`src/common/pwl_pkg.sv`:
```
// Purpose: shared constants and types for the pwm register write lock
// Assumes: 16-bit special function register space, byte addressed
// Notes: guarded register addresses are local choices, see hand-over
//
// How it works
// [RULE1] all pwm output-control and fault-limit registers are write guarded
// [RULE2] lock fuse is bit 6 of the oscillator config word, 1 locks
// [RULE3] fuse at 0 lets guarded writes through with no key sequence
// [RULE4] software writes key register with 0xABCD then 0x4321 back to back
// [RULE5] guarded write is honoured only as the first access after key two
// [RULE6] software makes no other register access inside the sequence
// [RULE7] each unlock allows one guarded write, then the lock closes again
// [RULE8] unkeyed guarded writes are dropped; wrong key or access cancels
package pwl_pkg;

	// ----------------------------------------------------------------
	// sizes, keys and fuse
	// ----------------------------------------------------------------
	localparam int NUM_GEN = 3;
	localparam logic [15:0] KEY_FIRST = 16'hABCD;
	localparam logic [15:0] KEY_SECOND = 16'h4321;
	localparam int FUSE_BIT = 6;
	localparam logic FUSE_RESET = 1'b1;

	// ----------------------------------------------------------------
	// address map and reset values
	// ----------------------------------------------------------------
	localparam logic [15:0] KEY_ADDR = 16'h0C1E;
	localparam logic [15:0] CTL_BASE = 16'h0C20;
	localparam logic [15:0] FLT_BASE = 16'h0C40;
	localparam logic [15:0] REG_STRIDE = 16'h0002;
	localparam logic [15:0] REG_RESET = 16'h0000;
	localparam logic [15:0] KEY_READ = 16'h0000;

	// ----------------------------------------------------------------
	// types
	// ----------------------------------------------------------------
	typedef struct packed {
		logic valid;
		logic write;
		logic [15:0] addr;
		logic [15:0] wdata;
	} pwl_acc_t;

	typedef struct packed {
		logic hit;
		logic is_flt;
		logic [1:0] idx;
	} pwl_dec_t;

	typedef enum {SEQ_IDLE, SEQ_FIRST, SEQ_ARMED} pwl_seq_t;

	function automatic pwl_dec_t pwl_decode(input logic [15:0] addr);
		pwl_dec_t d;
		d = '0;
		for (int g = 0; g < NUM_GEN; g++) begin
			if (addr == CTL_BASE + REG_STRIDE * 16'(g)) begin
				d.hit = 1'b1;
				d.idx = 2'(g);
			end
			if (addr == FLT_BASE + REG_STRIDE * 16'(g)) begin
				d.hit = 1'b1;
				d.is_flt = 1'b1;
				d.idx = 2'(g);
			end
		end
		return d;
	endfunction

endpackage

```
`src/pwl_write_lock.sv`:
```
// Purpose: guarded pwm output-control and fault-limit register bank
// Assumes: access bus synchronous to clk_in, one access per cycle
// Notes: fuse level is taken once, in the first cycle after reset
`timescale 1ns/1ps
module pwl_write_lock import pwl_pkg::*; (
	input wire logic clk_in,
	input wire logic nrst_in,
	input wire pwl_acc_t acc_in,
	input wire logic [15:0] osc_cfg_word_in,
	output logic [NUM_GEN-1:0][15:0] ctl_regs_out,
	output logic [NUM_GEN-1:0][15:0] flt_regs_out,
	output logic [15:0] rd_data_out,
	output logic rd_valid_out,
	output logic lock_on_out,
	output logic unlocked_out,
	output logic refused_out
);

	// ----------------------------------------------------------------
	// declarations
	// ----------------------------------------------------------------
	logic fuse_r;
	logic fuse_nxt;
	logic fuse_seen_r;
	logic fuse_seen_nxt;
	logic [NUM_GEN-1:0][15:0] ctl_r;
	logic [NUM_GEN-1:0][15:0] ctl_nxt;
	logic [NUM_GEN-1:0][15:0] flt_r;
	logic [NUM_GEN-1:0][15:0] flt_nxt;
	logic [15:0] rd_data_r;
	logic [15:0] rd_data_nxt;
	logic rd_valid_r;
	logic rd_valid_nxt;
	logic refused_r;
	logic refused_nxt;
	pwl_dec_t dec;
	logic key_hit;
	logic key_wr;
	logic guard_wr;
	logic armed;
	logic allow;

	// ----------------------------------------------------------------
	// lock fuse capture
	// ----------------------------------------------------------------
	// reset holds the locked default; the level is sampled after release
	always_comb begin
		fuse_nxt = fuse_r;
		fuse_seen_nxt = fuse_seen_r;
		if (!fuse_seen_r) begin
			fuse_nxt = osc_cfg_word_in[FUSE_BIT]; // RULE2
			fuse_seen_nxt = 1'b1;
		end
	end

	always_ff @(posedge clk_in) begin
		if (!nrst_in) begin
			fuse_r <= FUSE_RESET; // RULE2
			fuse_seen_r <= 1'b0;
		end else begin
			fuse_r <= fuse_nxt;
			fuse_seen_r <= fuse_seen_nxt;
		end
	end

	// ----------------------------------------------------------------
	// access decode
	// ----------------------------------------------------------------
	assign dec = pwl_decode(acc_in.addr);
	assign key_hit = acc_in.valid && acc_in.addr == KEY_ADDR;
	assign key_wr = key_hit && acc_in.write;
	assign guard_wr = acc_in.valid && acc_in.write && dec.hit;

	pwl_key_seq u_key_seq (
		.clk_in(clk_in),
		.nrst_in(nrst_in),
		.acc_valid_in(acc_in.valid),
		.key_wr_in(key_wr),
		.key_data_in(acc_in.wdata),
		.armed_out(armed)
	);

	// fuse cleared means no key needed at all
	assign allow = !fuse_r || armed; // RULE3

	// ----------------------------------------------------------------
	// guarded register bank
	// ----------------------------------------------------------------
	always_comb begin
		ctl_nxt = ctl_r;
		flt_nxt = flt_r;
		refused_nxt = 1'b0;
		if (guard_wr) begin
			if (allow) begin
				if (dec.is_flt) begin
					flt_nxt[dec.idx] = acc_in.wdata; // RULE1
				end else begin
					ctl_nxt[dec.idx] = acc_in.wdata; // RULE1
				end
			end else begin
				// dropped silently on the bus, flagged for debug only
				refused_nxt = 1'b1; // RULE8
			end
		end
	end

	always_ff @(posedge clk_in) begin
		if (!nrst_in) begin
			ctl_r <= {NUM_GEN{REG_RESET}};
			flt_r <= {NUM_GEN{REG_RESET}};
			refused_r <= 1'b0;
		end else begin
			ctl_r <= ctl_nxt;
			flt_r <= flt_nxt;
			refused_r <= refused_nxt;
		end
	end

	// ----------------------------------------------------------------
	// read path
	// ----------------------------------------------------------------
	// key register is write only and reads back zero
	always_comb begin
		rd_valid_nxt = 1'b0;
		rd_data_nxt = rd_data_r;
		if (acc_in.valid && !acc_in.write && (dec.hit || key_hit)) begin
			rd_valid_nxt = 1'b1;
			if (!dec.hit) begin
				rd_data_nxt = KEY_READ;
			end else if (dec.is_flt) begin
				rd_data_nxt = flt_r[dec.idx];
			end else begin
				rd_data_nxt = ctl_r[dec.idx];
			end
		end
	end

	always_ff @(posedge clk_in) begin
		if (!nrst_in) begin
			rd_data_r <= REG_RESET;
			rd_valid_r <= 1'b0;
		end else begin
			rd_data_r <= rd_data_nxt;
			rd_valid_r <= rd_valid_nxt;
		end
	end

	// ----------------------------------------------------------------
	// outputs
	// ----------------------------------------------------------------
	assign ctl_regs_out = ctl_r;
	assign flt_regs_out = flt_r;
	assign rd_data_out = rd_data_r;
	assign rd_valid_out = rd_valid_r;
	assign lock_on_out = fuse_r;
	assign unlocked_out = armed;
	assign refused_out = refused_r;

	// ----------------------------------------------------------------
	// checks
	// ----------------------------------------------------------------
	locked_drop_a: assert property (@(posedge clk_in) // RULE8
		disable iff (!nrst_in) guard_wr && fuse_r && !armed |=>
		refused_out && $stable(ctl_r) && $stable(flt_r))
		else $error("unkeyed guarded write changed a register");

	fuse_open_a: assert property (@(posedge clk_in) disable iff (!nrst_in)
		guard_wr && !fuse_r |=> !refused_out) // RULE3
		else $error("write refused with lock fuse cleared");

	fuse_default_a: assert property (@(posedge clk_in) disable iff (!nrst_in)
		!fuse_seen_r |-> fuse_r) // RULE2
		else $error("lock not on before fuse sampled");

	fuse_hold_a: assert property (@(posedge clk_in) disable iff (!nrst_in)
		fuse_seen_r |=> $stable(fuse_r)) // RULE2
		else $error("fuse level changed after capture");

	// only a sequence started from idle: a repeated first key cancels
	key_write_a: assert property (@(posedge clk_in) // RULE5
		disable iff (!nrst_in) u_key_seq.state_r == SEQ_IDLE &&
		key_wr && acc_in.wdata == KEY_FIRST ##1
		key_wr && acc_in.wdata == KEY_SECOND ##1 guard_wr |=> !refused_out)
		else $error("keyed guarded write refused");

	one_write_a: assert property (@(posedge clk_in) disable iff (!nrst_in)
		guard_wr && armed && fuse_r ##1 guard_wr |=> refused_out) // RULE7
		else $error("second write passed on one unlock");

	guard_all_a: assert property (@(posedge clk_in) disable iff (!nrst_in)
		!guard_wr |=> $stable(ctl_r) && $stable(flt_r)) // RULE1
		else $error("guarded register changed without a write");

endmodule

```
`src/pwl_key_seq.sv`:
```
// Purpose: key sequence tracker that arms one guarded write
// Assumes: one access per cycle at most, qualified by acc_valid_in
// Notes: any access other than the expected key write cancels
`timescale 1ns/1ps
module pwl_key_seq import pwl_pkg::*; (
	input wire logic clk_in,
	input wire logic nrst_in,
	input wire logic acc_valid_in,
	input wire logic key_wr_in,
	input wire logic [15:0] key_data_in,
	output logic armed_out
);

	pwl_seq_t state_r;
	pwl_seq_t state_nxt;
	logic armed_r;
	logic armed_nxt;

	// ----------------------------------------------------------------
	// sequence
	// ----------------------------------------------------------------
	always_comb begin
		state_nxt = state_r;
		if (acc_valid_in) begin
			unique case (state_r)
				SEQ_IDLE: begin
					if (key_wr_in && key_data_in == KEY_FIRST) begin
						state_nxt = SEQ_FIRST;
					end
				end
				SEQ_FIRST: begin
					// anything but the second key drops back
					if (key_wr_in && key_data_in == KEY_SECOND) begin
						state_nxt = SEQ_ARMED; // RULE5
					end else begin
						state_nxt = SEQ_IDLE; // RULE8
					end
				end
				SEQ_ARMED: begin
					// consumed by the very next access, whatever it is
					state_nxt = SEQ_IDLE; // RULE7
				end
			endcase
		end
		armed_nxt = (state_nxt == SEQ_ARMED);
	end

	always_ff @(posedge clk_in) begin
		if (!nrst_in) begin
			state_r <= SEQ_IDLE;
			armed_r <= 1'b0;
		end else begin
			state_r <= state_nxt;
			armed_r <= armed_nxt;
		end
	end

	assign armed_out = armed_r;

	// ----------------------------------------------------------------
	// checks
	// ----------------------------------------------------------------
	key_arms_a: assert property (@(posedge clk_in) // RULE5
		disable iff (!nrst_in) state_r == SEQ_FIRST && acc_valid_in &&
		key_wr_in && key_data_in == KEY_SECOND |=> armed_out)
		else $error("second key did not arm");

	bad_key_a: assert property (@(posedge clk_in) disable iff (!nrst_in) // RULE8
		state_r == SEQ_FIRST && acc_valid_in &&
		!(key_wr_in && key_data_in == KEY_SECOND) |=> state_r == SEQ_IDLE)
		else $error("partial unlock not cancelled");

	arm_once_a: assert property (@(posedge clk_in) disable iff (!nrst_in) // RULE7
		armed_out && acc_valid_in |=> !armed_out)
		else $error("arm outlived one access");

endmodule

```
`config.mk`:
```
export PLATFORM = sky130hd
export DESIGN_NAME = pwl_write_lock
export DESIGN_NICKNAME = d
export VERILOG_FILES = /design/src/common/pwl_pkg.sv /design/src/pwl_write_lock.sv /design/src/pwl_key_seq.sv
export SDC_FILE = /design/constraint.sdc
export NUM_CORES = 1
export LEC_CHECK = 0
export BUFFER_PORTS_ARGS = -buffer_cell sky130_fd_sc_hd__buf_2
export CAP_MARGIN = 10
export CORE_UTILIZATION = 45
export DETAILED_ROUTE_END_ITERATION = 12
export PLACE_DENSITY_LB_ADDON = 0.2
export SLEW_MARGIN = 30
export SYNTH_ARGS = -nofsm -noshare
export SYNTH_HDL_FRONTEND = slang
export SYNTH_SLANG_ARGS = --single-unit
```
`constraint.sdc`:
```
create_clock -name clk_in -period 2.9 [get_ports clk_in]
set_input_delay 0.435 -clock clk_in [delete_from_list [all_inputs] [get_ports clk_in]]
set_output_delay 0.435 -clock clk_in [all_outputs]
set_load 0.05 [all_outputs]
```
==> results of run 1 <==
==> critical path, stage by stage <==
cell     delay, ns
buf_2         0.11
nor4_4        0.40
nand4_1       0.22
buf_12        0.26
or2_2         0.57
o21ai_0       0.30
a21oi_1       0.10
==> synth_stat cells <==
cell	n	area, µm²
nor4_4	1	21.3
o31a_1	1	8.76
nand4b_1	2	17.5
nor4b_1	3	26.3
buf_1	5	18.8
nand4_1	6	37.5
and3b_1	1	8.76
or2_0	1	6.26
buf_6	2	22.5
nor4bb_1	1	10.0
nor3_1	68	340
a2111oi_4	2	55.1
xor2_1	2	17.5
and4bb_2	1	12.5
nand2b_1	4	25.0
and3_1	5	31.3
a2111oi_0	1	8.76
a221oi_1	1	8.76
nand3_1	70	350
o21ai_0	65	325
buf_2	5	25.0
nand2_1	6	22.5
inv_1	3	11.3
a21o_1	2	15.0
and4b_1	1	10.0
a211oi_1	2	15.0
nor2b_1	1	6.26
nor4b_2	1	15.0
nor4_1	41	257
nand3_2	2	20.0
a311oi_1	1	8.76
mux2i_1	33	330
or4b_2	1	10.0
or2_2	1	6.26
clkbuf_1	61	229
a21oi_1	95	475
nor2_1	38	143
a211o_1	16	140
and2_1	29	181
dfxtp_1	149	2980
o2111a_1	1	11.3
and4_1	3	26.3
==> per-stage QoR <==
step	instance area (µm²)	setup WS [ns]	total power, mW	utilization
2_1_floorplan	6290	0.703	2.18	-
3_3_place_gp	7270	0.448	2.26	0.541
3_5_place_dp	7270	0.403	2.26	0.541
4_1_cts	7860	0.822	4.43	0.584
5_1_grt	7860	0.702	4.54	0.584
6_report	7860	0.790	4.42	0.584
==> layer usage <==
layer,global-route usage,part of all wire
met4,0.143,0.032
met5,0,0
met2,0.448,0.46
met1,0.388,0.43
met3,0.0670,0.084
==> power by group <==
group / internal [mW] / switching (mW)
Sequential: 2.05 / 0.000991
Clock: 1.35 / 0.842
Combinational: 0.0402 / 0.135
==> flip-flops by register name, indices dropped and copies added, names as in the netlist <==
name and count:
u_key_seq.armed_out 1, ctl_regs_out 48, rd_valid_out 1, u_key_seq.state_r 32, refused_out 1, fuse_seen_r 1, flt_regs_out 48, lock_on_out 1
rd_data_out 16
==> worst paths after layout <==
| check | end | cells past startpoint |
|---|---|---|
| min | fuse_seen_r$_DFF_P_ | 1 |
| min reg2reg | u_key_seq.state_r[5]$_SDFF_PN0_ | 1 |
| max | ctl_regs_out[25]$_SDFFE_PN0P_ | 7 |
| max reg2reg | flt_regs_out[12]$_SDFFE_PN0P_ | 6 |
==> cell type report <==
class                      instances  area, µm²  share of cell area
clock inverter                     7       96.3              0.0123
multi-input combinational        509       3020               0.384
antenna                            1       2.50            0.000318
timing repair buffer             184       1040               0.132
clock buffer                      24        492              0.0625
tap                              176        220              0.0280
sequential                       149       2980               0.379
inverter                           3       11.3             0.00143
==> kinds of logic after synthesis <==
| family | count (synthesis) |
|---|---|
| simple gates | 287 |
| buf+inv | 76 |
| mux | 33 |
| xor+xnor | 2 |
| compound gates | 187 |
| flops | 149 |
==> results.yml, run 1 <==
outcome:
  status: "completed"
drt:
  dr.first_iter.drc_count: 749
  vias: 6437
  dr.pass1.iters: 7
  ant_nets: 0
  post_drt_via_cell_ratio: 6.11
  drc: 0
  wl_per_cell_um: 20.4
  drt-total-wl_um: 21500
timing:
  hold_viol: 0
  max_freq_ghz: 0.474
  fin_crit_ns: 2.11
  finClkSkew_ns: 0.00846
  slew_violations: 0
  whs_ns: 0.198
  slew_headroom: 0.448
  tns_ns: 0
  worstMarginPinSlew_ns: 0.829
  setup_viol: 0
  rsz0062_at_grt: "no"
  min_period_over_period: 0.728
clocking:
  cts-hold-fix-buffers: 0
  root_buffer: "clkbuf_16"
  htreeDepth: 4
  cts_made_buffers: 17
  cts_tree: "done"
  cts_max_path_buffers: 2
  clkSinkCount: 149
  cts_resized: 0
  post-cts-setup-buffers: 0
  clkLatencyLatePin_ns: 0.43
  path_clk_slew_ns: 0.06
logic_synthesis:
  syn_nets: 786
  synth_top_family_by_area: "simple AND/OR/NAND/NOR gates"
  ys_warn_count: 0
  synthAdderAreaFrac: 0
  synthSimpleGateAreaFrac: 0.252
  synth_seq_cells: 149
  synth_compound_area_frac: 0.170
  yosysUniqueCellTypes: 42
  synth-xor-area-share: 0.00278
  synthMuxAreaShare: 0.0525
  ys_seq_area_frac: 0.474
  syn_area_um2: 6290
  syn-instance-count: 734
  avgSynthCellArea_um2: 8.57
die:
  core_um2: 13500
  io_pins: 168
  num_rows: 42
  die_h_um: 120
  initial_core_util: 0.468
  die_w_um: 120
  dieArea_um2: 14500
placed_design:
  placed_cells: 1021
  place_congestion: 0.975
  post-dp-hpwl_um: 14200
  io_buffers: 152
critical_path:
  path_class: "in2reg"
  rrSetupSlack_ns: 0.93
  worst-endpoint-arrival_ns: 2.41
  crit_fanout: 68
  cp_data_required_time_ns: 3.20
  reg2reg_from: "u_key_seq.armed_out$_SDFF_PN0_"
  endpoint_kind: "flip-flop"
  start_kind: "input pin"
  critPathLaunch: "acc_in[29]"
global_route:
  grt-ovfl-total: 0
  grt_pass1_wl_um: 32300
  grt_max_degree: 73
  grt_pass1_vias: 5918
  grt_usage: 0.293
  antenna_found_initial: 1
job:
  drv_cap: 0
cells_and_area:
  final_cells: 1053
  fillers: 1230
  fin_nets: 916
  final_common_cell: "buf_2"
  drive_above_1_share: 0.258
  synthToLayoutAreaGrowth_pct: 24.9
  layout_common_cells: "152 x buf_2, 149 x dfxtp_1, 95 x a21oi_1"
pwr:
  p_per_area_nw_per_um2: 562
  p_leak_nw: 3.14
  irDropWorstVdd_uv: 411
hold_path:
  hp-class: "in2reg"
  hp-start: "nrst_in"
Note: power is estimated with default switching activity, not from simulation.
==> run 2, diff against run 1 <==
clock period = 1.8 ns   (was 2.9 ns; I/O delays follow)
==> run 2 against run 1 <==
- setup slack got worse by 0.72 ns
- sequential share of layout area shrank 2.7 points
- critical path depth up 2
- clock skew grew 0.0064 ns
- flip-flop and latch count unchanged
- wire length increased by 2.8%
- design area is 7.8% higher
==> results.yml, run 2 (synthesized netlist as in run 1, its figures left out) <==
outcome:
  status: "completed"
critical_path:
  path_class: "in2reg"
  cp_cell_sequence: "buf_2 -> nor4_4 -> buf_4 -> and4_1 -> buf_12 -> buf_4 -> a21oi_1 -> nor4_1 -> a211o_1"
  worst-endpoint-arrival_ns: 2.09
  worst-path-stages: 9
  cp_num_buf_inv: 4
  critPathSlowestCell: "nor4_1"
  crit_path_frequent_cell: "buf_4"
  critical-path-top-delay-family: "simple AND/OR/NAND/NOR gates"
  start_kind: "input pin"
  cp_data_required_time_ns: 2.16
  endpoint_kind: "flip-flop"
  slowest_delay_ns: 0.41
  crit_fanout: 24
  reg2reg_depth: 7
timing:
  min_period_over_period: 0.961
  max_freq_ghz: 0.578
  fin_crit_ns: 1.73
  slew_violations: 0
  rsz0062_at_grt: "no"
  tns_ns: 0
  slew_headroom: 0.560
  setup_viol: 0
  worstMarginPinSlew_ns: 0.644
  hold_viol: 0
  finClkSkew_ns: 0.0149
global_route:
  grt_max_degree: 74
  grt-ovfl-total: 0
  grt_pass1_vias: 6222
  antenna_found_initial: 0
  grt_pass1_wl_um: 33900
  grt_usage: 0.307
die:
  die_w_um: 120
  io_pins: 168
  dieArea_um2: 14500
  die_h_um: 120
  num_rows: 42
  core_um2: 13500
  initial_core_util: 0.468
clocking:
  root_buffer: "clkbuf_16"
  cts_max_path_buffers: 2
  path_clk_slew_ns: 0.06
  htreeDepth: 4
  cts_tree: "done"
  clkLatencyLatePin_ns: 0.43
  clkSinkCount: 149
  cts_made_buffers: 17
cells_and_area:
  final_common_cell: "buf_2"
  synthToLayoutAreaGrowth_pct: 34.7
  final_cell_area_um2: 8480
  diodes: 0
  drive_above_1_share: 0.308
  fin_nets: 968
  layout_common_cells: "152 x buf_2, 148 x dfxtp_1, 95 x a21oi_1"
  fin_util: 0.630
drt:
  vias: 6665
  post_drt_via_cell_ratio: 6.03
  drt-total-wl_um: 22100
  wl_per_cell_um: 20.0
  dr.pass1.iters: 8
  ant_nets: 0
  dr.first_iter.drc_count: 749
  drc: 0
hold_path:
  hold_depth: 3
  hp-class: "in2reg"
pwr:
  p_total_mw: 7.43
  p_per_area_nw_per_um2: 876
  irDropWorstVdd_uv: 691
  p_leak_nw: 3.47
placed_design:
  placed_cell_area_um2: 7830
  post-dp-hpwl_um: 15300
  io_buffers: 152
  place_congestion: 0.900
job:
  drv_cap: 0
-- run 2: cell count changes in the layout (fill, tap and decap cells not counted), moves of 3 or more --
cell	delta
buf_12	+13
buf_4	+39
clkbuf_8	-3
nor4_1	-3
nor4_2	+3
-- run 2: report_power, final --
group / switching (mW) / internal, mW / leakage (nW)
registers: 0.00157 / 3.30 / 1.20
clock network: 1.41 / 2.36 / 0.301
logic: 0.233 / 0.125 / 1.97
-- run 2: final timing paths --
check,startpoint,endpoint,slack (ns)
min,osc_cfg_word_in[6],lock_on_out$_SDFFE_PN1N_,0.06
max reg2reg,u_key_seq.armed_out$_SDFF_PN0_,flt_regs_out[33]$_SDFFE_PN0P_,0.14
min reg2reg,u_key_seq.state_r[14]$_SDFF_PN0_,u_key_seq.state_r[14]$_SDFF_PN0_,0.46
max,acc_in[30],rd_data_out[8]$_SDFFE_PN0P_,0.07
-- run 2: per-stage QoR --
step	hold WS [ns]	worst slack [ns]	cells
2_1_floorplan	0.298	-0.229	734
3_3_place_gp	0.439	-0.475	1072
3_5_place_dp	0.445	-0.512	1072
4_1_cts	0.0590	0.00699	1104
5_1_grt	0.0943	0.00477	1105
6_report	0.0598	0.0697	1105
-- run 2: area by class of cell --
type                            instances  area [µm²]
Inverter                                3        11.3
Tap cell                              176         220
Multi-Input combinational cell        509        3050
Clock buffer                           20         447
Sequential cell                       149        2980
Fill cell                            1153        4970
Timing Repair Buffer                  236        1590
Clock inverter                         12         176
-- run 2: worst reg2reg max path: cells and delay by family, from the launching register on --
kind | cells | cell delay (ns)
buf+inv | 2 | 0.40
simple gates | 4 | 0.67
compound gates | 1 | 0.19
flops | 1 | 0.32
-- run 2: per-layer routing --
layer	wire, µm	vias to the layer above	track usage
li1	-	3052	-
met2	10300	429	0.483
met1	8890	3123	0.399
met5	0	-	0
met4	899	0	0.176
met3	1970	61	0.0514
-- run 2: what timing repair did --
item | 4_1_cts | 5_1_grt
pin swaps | 0 | 1
buffers inserted | 0 | 1
endpoints found under the setup margin | 3 | 42
hold endpoints to repair | 0 | 0
gates resized for setup | 3 | 0
hold buffers | 0 | 0
==> run 3, diff against run 2 <==
CAP_MARGIN = 20   (was 10)
SYNTH_HIERARCHICAL = 1   (was not set)
==> run 3 against run 2 <==
- the run now ends with setup timing left
- wire length is 11% higher
- register-to-register slack worse by 0.22 ns
- setup slack worse by 0.34 ns
- clock power is 2% higher
- power is 1.7% higher
- critical endpoint is now ctl_regs_out[19]$_SDFFE_PN0P_
- highest routed layer is now met5
==> results.yml, run 3 <==
drt:
  post_drt_via_cell_ratio: 6.05
  drt-total-wl_um: 24600
  dr.pass1.iters: 5
  wl_per_cell_um: 21.3
  ant_nets: 0
  vias: 6992
  dr.first_iter.drc_count: 594
  drc: 0
logic_synthesis:
  async_flop_share: 0
  synth.most_common_cell: "dfxtp_1"
  netlist.area_leader.share: 0.445
  yosysUniqueCellTypes: 52
  avgSynthCellArea_um2: 9.13
  syn-instance-count: 735
  synth_seq_cells: 149
  synth_edf_count: 0
  synthTopCellsByArea: "dfxtp_1 44%, nand3_1 6.3%, mux2i_1 4.9%"
  syn_nets: 787
  ys_seq_area_frac: 0.445
  netlist_top_cells_count: "149 x dfxtp_1, 84 x nand3_1, 56 x o21ai_0, 43 x clkbuf_1, 42 x a21boi_0"
  syn_area_um2: 6710
  synthFlopType: "dfxtp_1"
  yosysTopAreaCell: "dfxtp_1"
  ys_warn_count: 6
clocking:
  htreeDepth: 4
  clkLatencyLatePin_ns: 0.43
  clkSinkCount: 149
  path_clk_slew_ns: 0.06
  cts_tree: "done"
  cts_max_path_buffers: 2
  cts_made_buffers: 17
  root_buffer: "clkbuf_16"
  cts-hold-fix-buffers: 0
hold_path:
  hp-class: "in2reg"
  hold_end: "lock_on_out$_SDFFE_PN1N_"
  hold_depth: 3
  hp-start: "osc_cfg_word_in[6]"
placed_design:
  io_buffers: 152
  dp_slack_ns: -0.751
  post-dp-hpwl_um: 16200
  place_congestion: 0.912
critical_path:
  cp_data_required_time_ns: 2.15
  reg2reg_to: "flt_regs_out[40]$_SDFFE_PN0P_"
  worst-endpoint-arrival_ns: 2.42
  endpoint_kind: "flip-flop"
  path_class: "in2reg"
  rrSetupSlack_ns: -0.08
  crit_fanout: 7
  start_kind: "input pin"
  reg2reg_from: "lock_on_out$_SDFFE_PN1N_"
  reg2reg_depth: 7
timing:
  fin_crit_ns: 2.07
  hold_viol: 0
  min_period_over_period: 1.15
  worstMarginPinSlew_ns: 0.418
  finClkSkew_ns: 0.00592
  slew_headroom: 0.721
  max_freq_ghz: 0.483
  setup_ws_ns: -0.271
  setup_viol: 113
  rsz0062_at_grt: "yes"
  slew_violations: 0
die:
  num_rows: 44
  die_h_um: 124
  io_pins: 168
  core_um2: 14500
  initial_core_util: 0.462
  die_w_um: 124
  dieArea_um2: 15400
pwr:
  p_int_mw: 5.84
  switchingPower_mw: 1.71
  p_leak_nw: 4.13
  seqPwrFrac: 0.437
  swShare: 0.227
  power_frac_comb: 0.053
  power_frac_clock: 0.511
  p_per_area_nw_per_um2: 779
  irDropWorstVdd_uv: 621
  p_total_mw: 7.56
global_route:
  grt_max_degree: 67
  grt_pass1_wl_um: 36700
  grt_usage: 0.319
  antenna_found_initial: 4
  grt-ovfl-total: 0
  grt_pass1_vias: 6616
cells_and_area:
  layout_common_cells: "151 x buf_2, 148 x dfxtp_1, 76 x buf_4"
  synthToLayoutAreaGrowth_pct: 44.5
  fillers: 1140
  final_common_cell: "buf_2"
  drive_above_1_share: 0.418
  fin_util: 0.667
  fin_nets: 1010
outcome:
  violations: "setup timing"
  status: "finished with violations"
job:
  drv_cap: 0
run 3: cell type report:
cell class | count | area (µm²) | area share
Clock buffer | 18 | 439 | 0.0453
Timing Repair Buffer | 265 | 1960 | 0.202
Clock inverter | 14 | 198 | 0.0204
Multi-Input combinational cell | 525 | 3890 | 0.401
Tap cell | 184 | 230 | 0.0237
Antenna cell | 1 | 2.50 | 0.000258
Sequential cell | 149 | 2980 | 0.308
run 3: power by group through the flow:
stage                     combinational, mW  sequential [mW]  clock (mW)
final                                 0.398             3.30        3.86
after global routing                  0.418             3.30        4.02
after CTS                             0.381             3.30        3.87
after detailed placement              0.354             3.37           0
after global placement                0.347             3.37           0
after floorplan                       0.134             3.38           0
run 3: per-layer routing:
layer / wire length (µm) / share of wire / global-route usage / up-vias
li1: - / - / - / 3150
met4: 806 / 0.033 / 0.140 / 4
met3: 2350 / 0.096 / 0.0920 / 72
met1: 9750 / 0.40 / 0.398 / 3366
met2: 11600 / 0.47 / 0.511 / 400
met5: 27 / 0.0011 / 0 / -
run 3: kinds of logic (layout without fill, tap and decap cells):
logic type	Yosys count	count (layout)	share of synthesized area
AND/OR/NAND/NOR	262	265	0.230
AO/OA/AOI/OAI	225	225	0.229
flip-flops	149	149	0.445
buffers and inverters	64	297	0.0449
multiplexers	33	33	0.0492
XOR/XNOR	2	2	0.00261
other	0	1	0
run 3: worst max-delay path by stage:
| stage | end | cells after the start | from | slack [ns] |
|---|---|---|---|---|
| 5_1_grt | ctl_regs_out[29]$_SDFFE_PN0P_ | 10 | acc_in[23] | -0.31 |
| 3_3_place_gp | u_key_seq/state_r[20]$_SDFF_PN0_ | 8 | acc_in[25] | -0.71 |
| 4_1_cts | ctl_regs_out[8]$_SDFFE_PN0P_ | 8 | acc_in[23] | -0.26 |
| 6_report | ctl_regs_out[19]$_SDFFE_PN0P_ | 10 | acc_in[23] | -0.27 |
| 2_1_floorplan | rd_data_out[11]$_SDFFE_PN0P_ | 9 | acc_in[28] | -0.56 |
| 3_5_place_dp | flt_regs_out[6]$_SDFFE_PN0P_ | 9 | acc_in[29] | -0.75 |
run 3: through the flow:
stage	TNS (ns)	instances	cell area [µm²]	hold slack, ns
2_1_floorplan	-62.07	735	6760	0.298
3_3_place_gp	-93.37	1097	8260	0.444
3_5_place_dp	-99.03	1097	8260	0.449
4_1_cts	-16.77	1149	9470	0.0568
5_1_grt	-24.44	1156	9700	0.0677
6_report	-19.19	1156	9700	0.0655
run 3: what timing repair did:
action,CTS,global route
cloned,7,1
setup endpoints to repair,145,145
buffers inserted,14,7
gates resized for setup,112,39
pin swaps,66,35
run 3: critical path, cell delays in order:
cell	delay (ns)
buf_6	0.09
or4_4	0.53
or4_4	0.55
buf_12	0.16
buf_12	0.12
nor2_4	0.17
buf_6	0.18
buf_6	0.14
nand3_2	0.06
a21boi_1	0.14
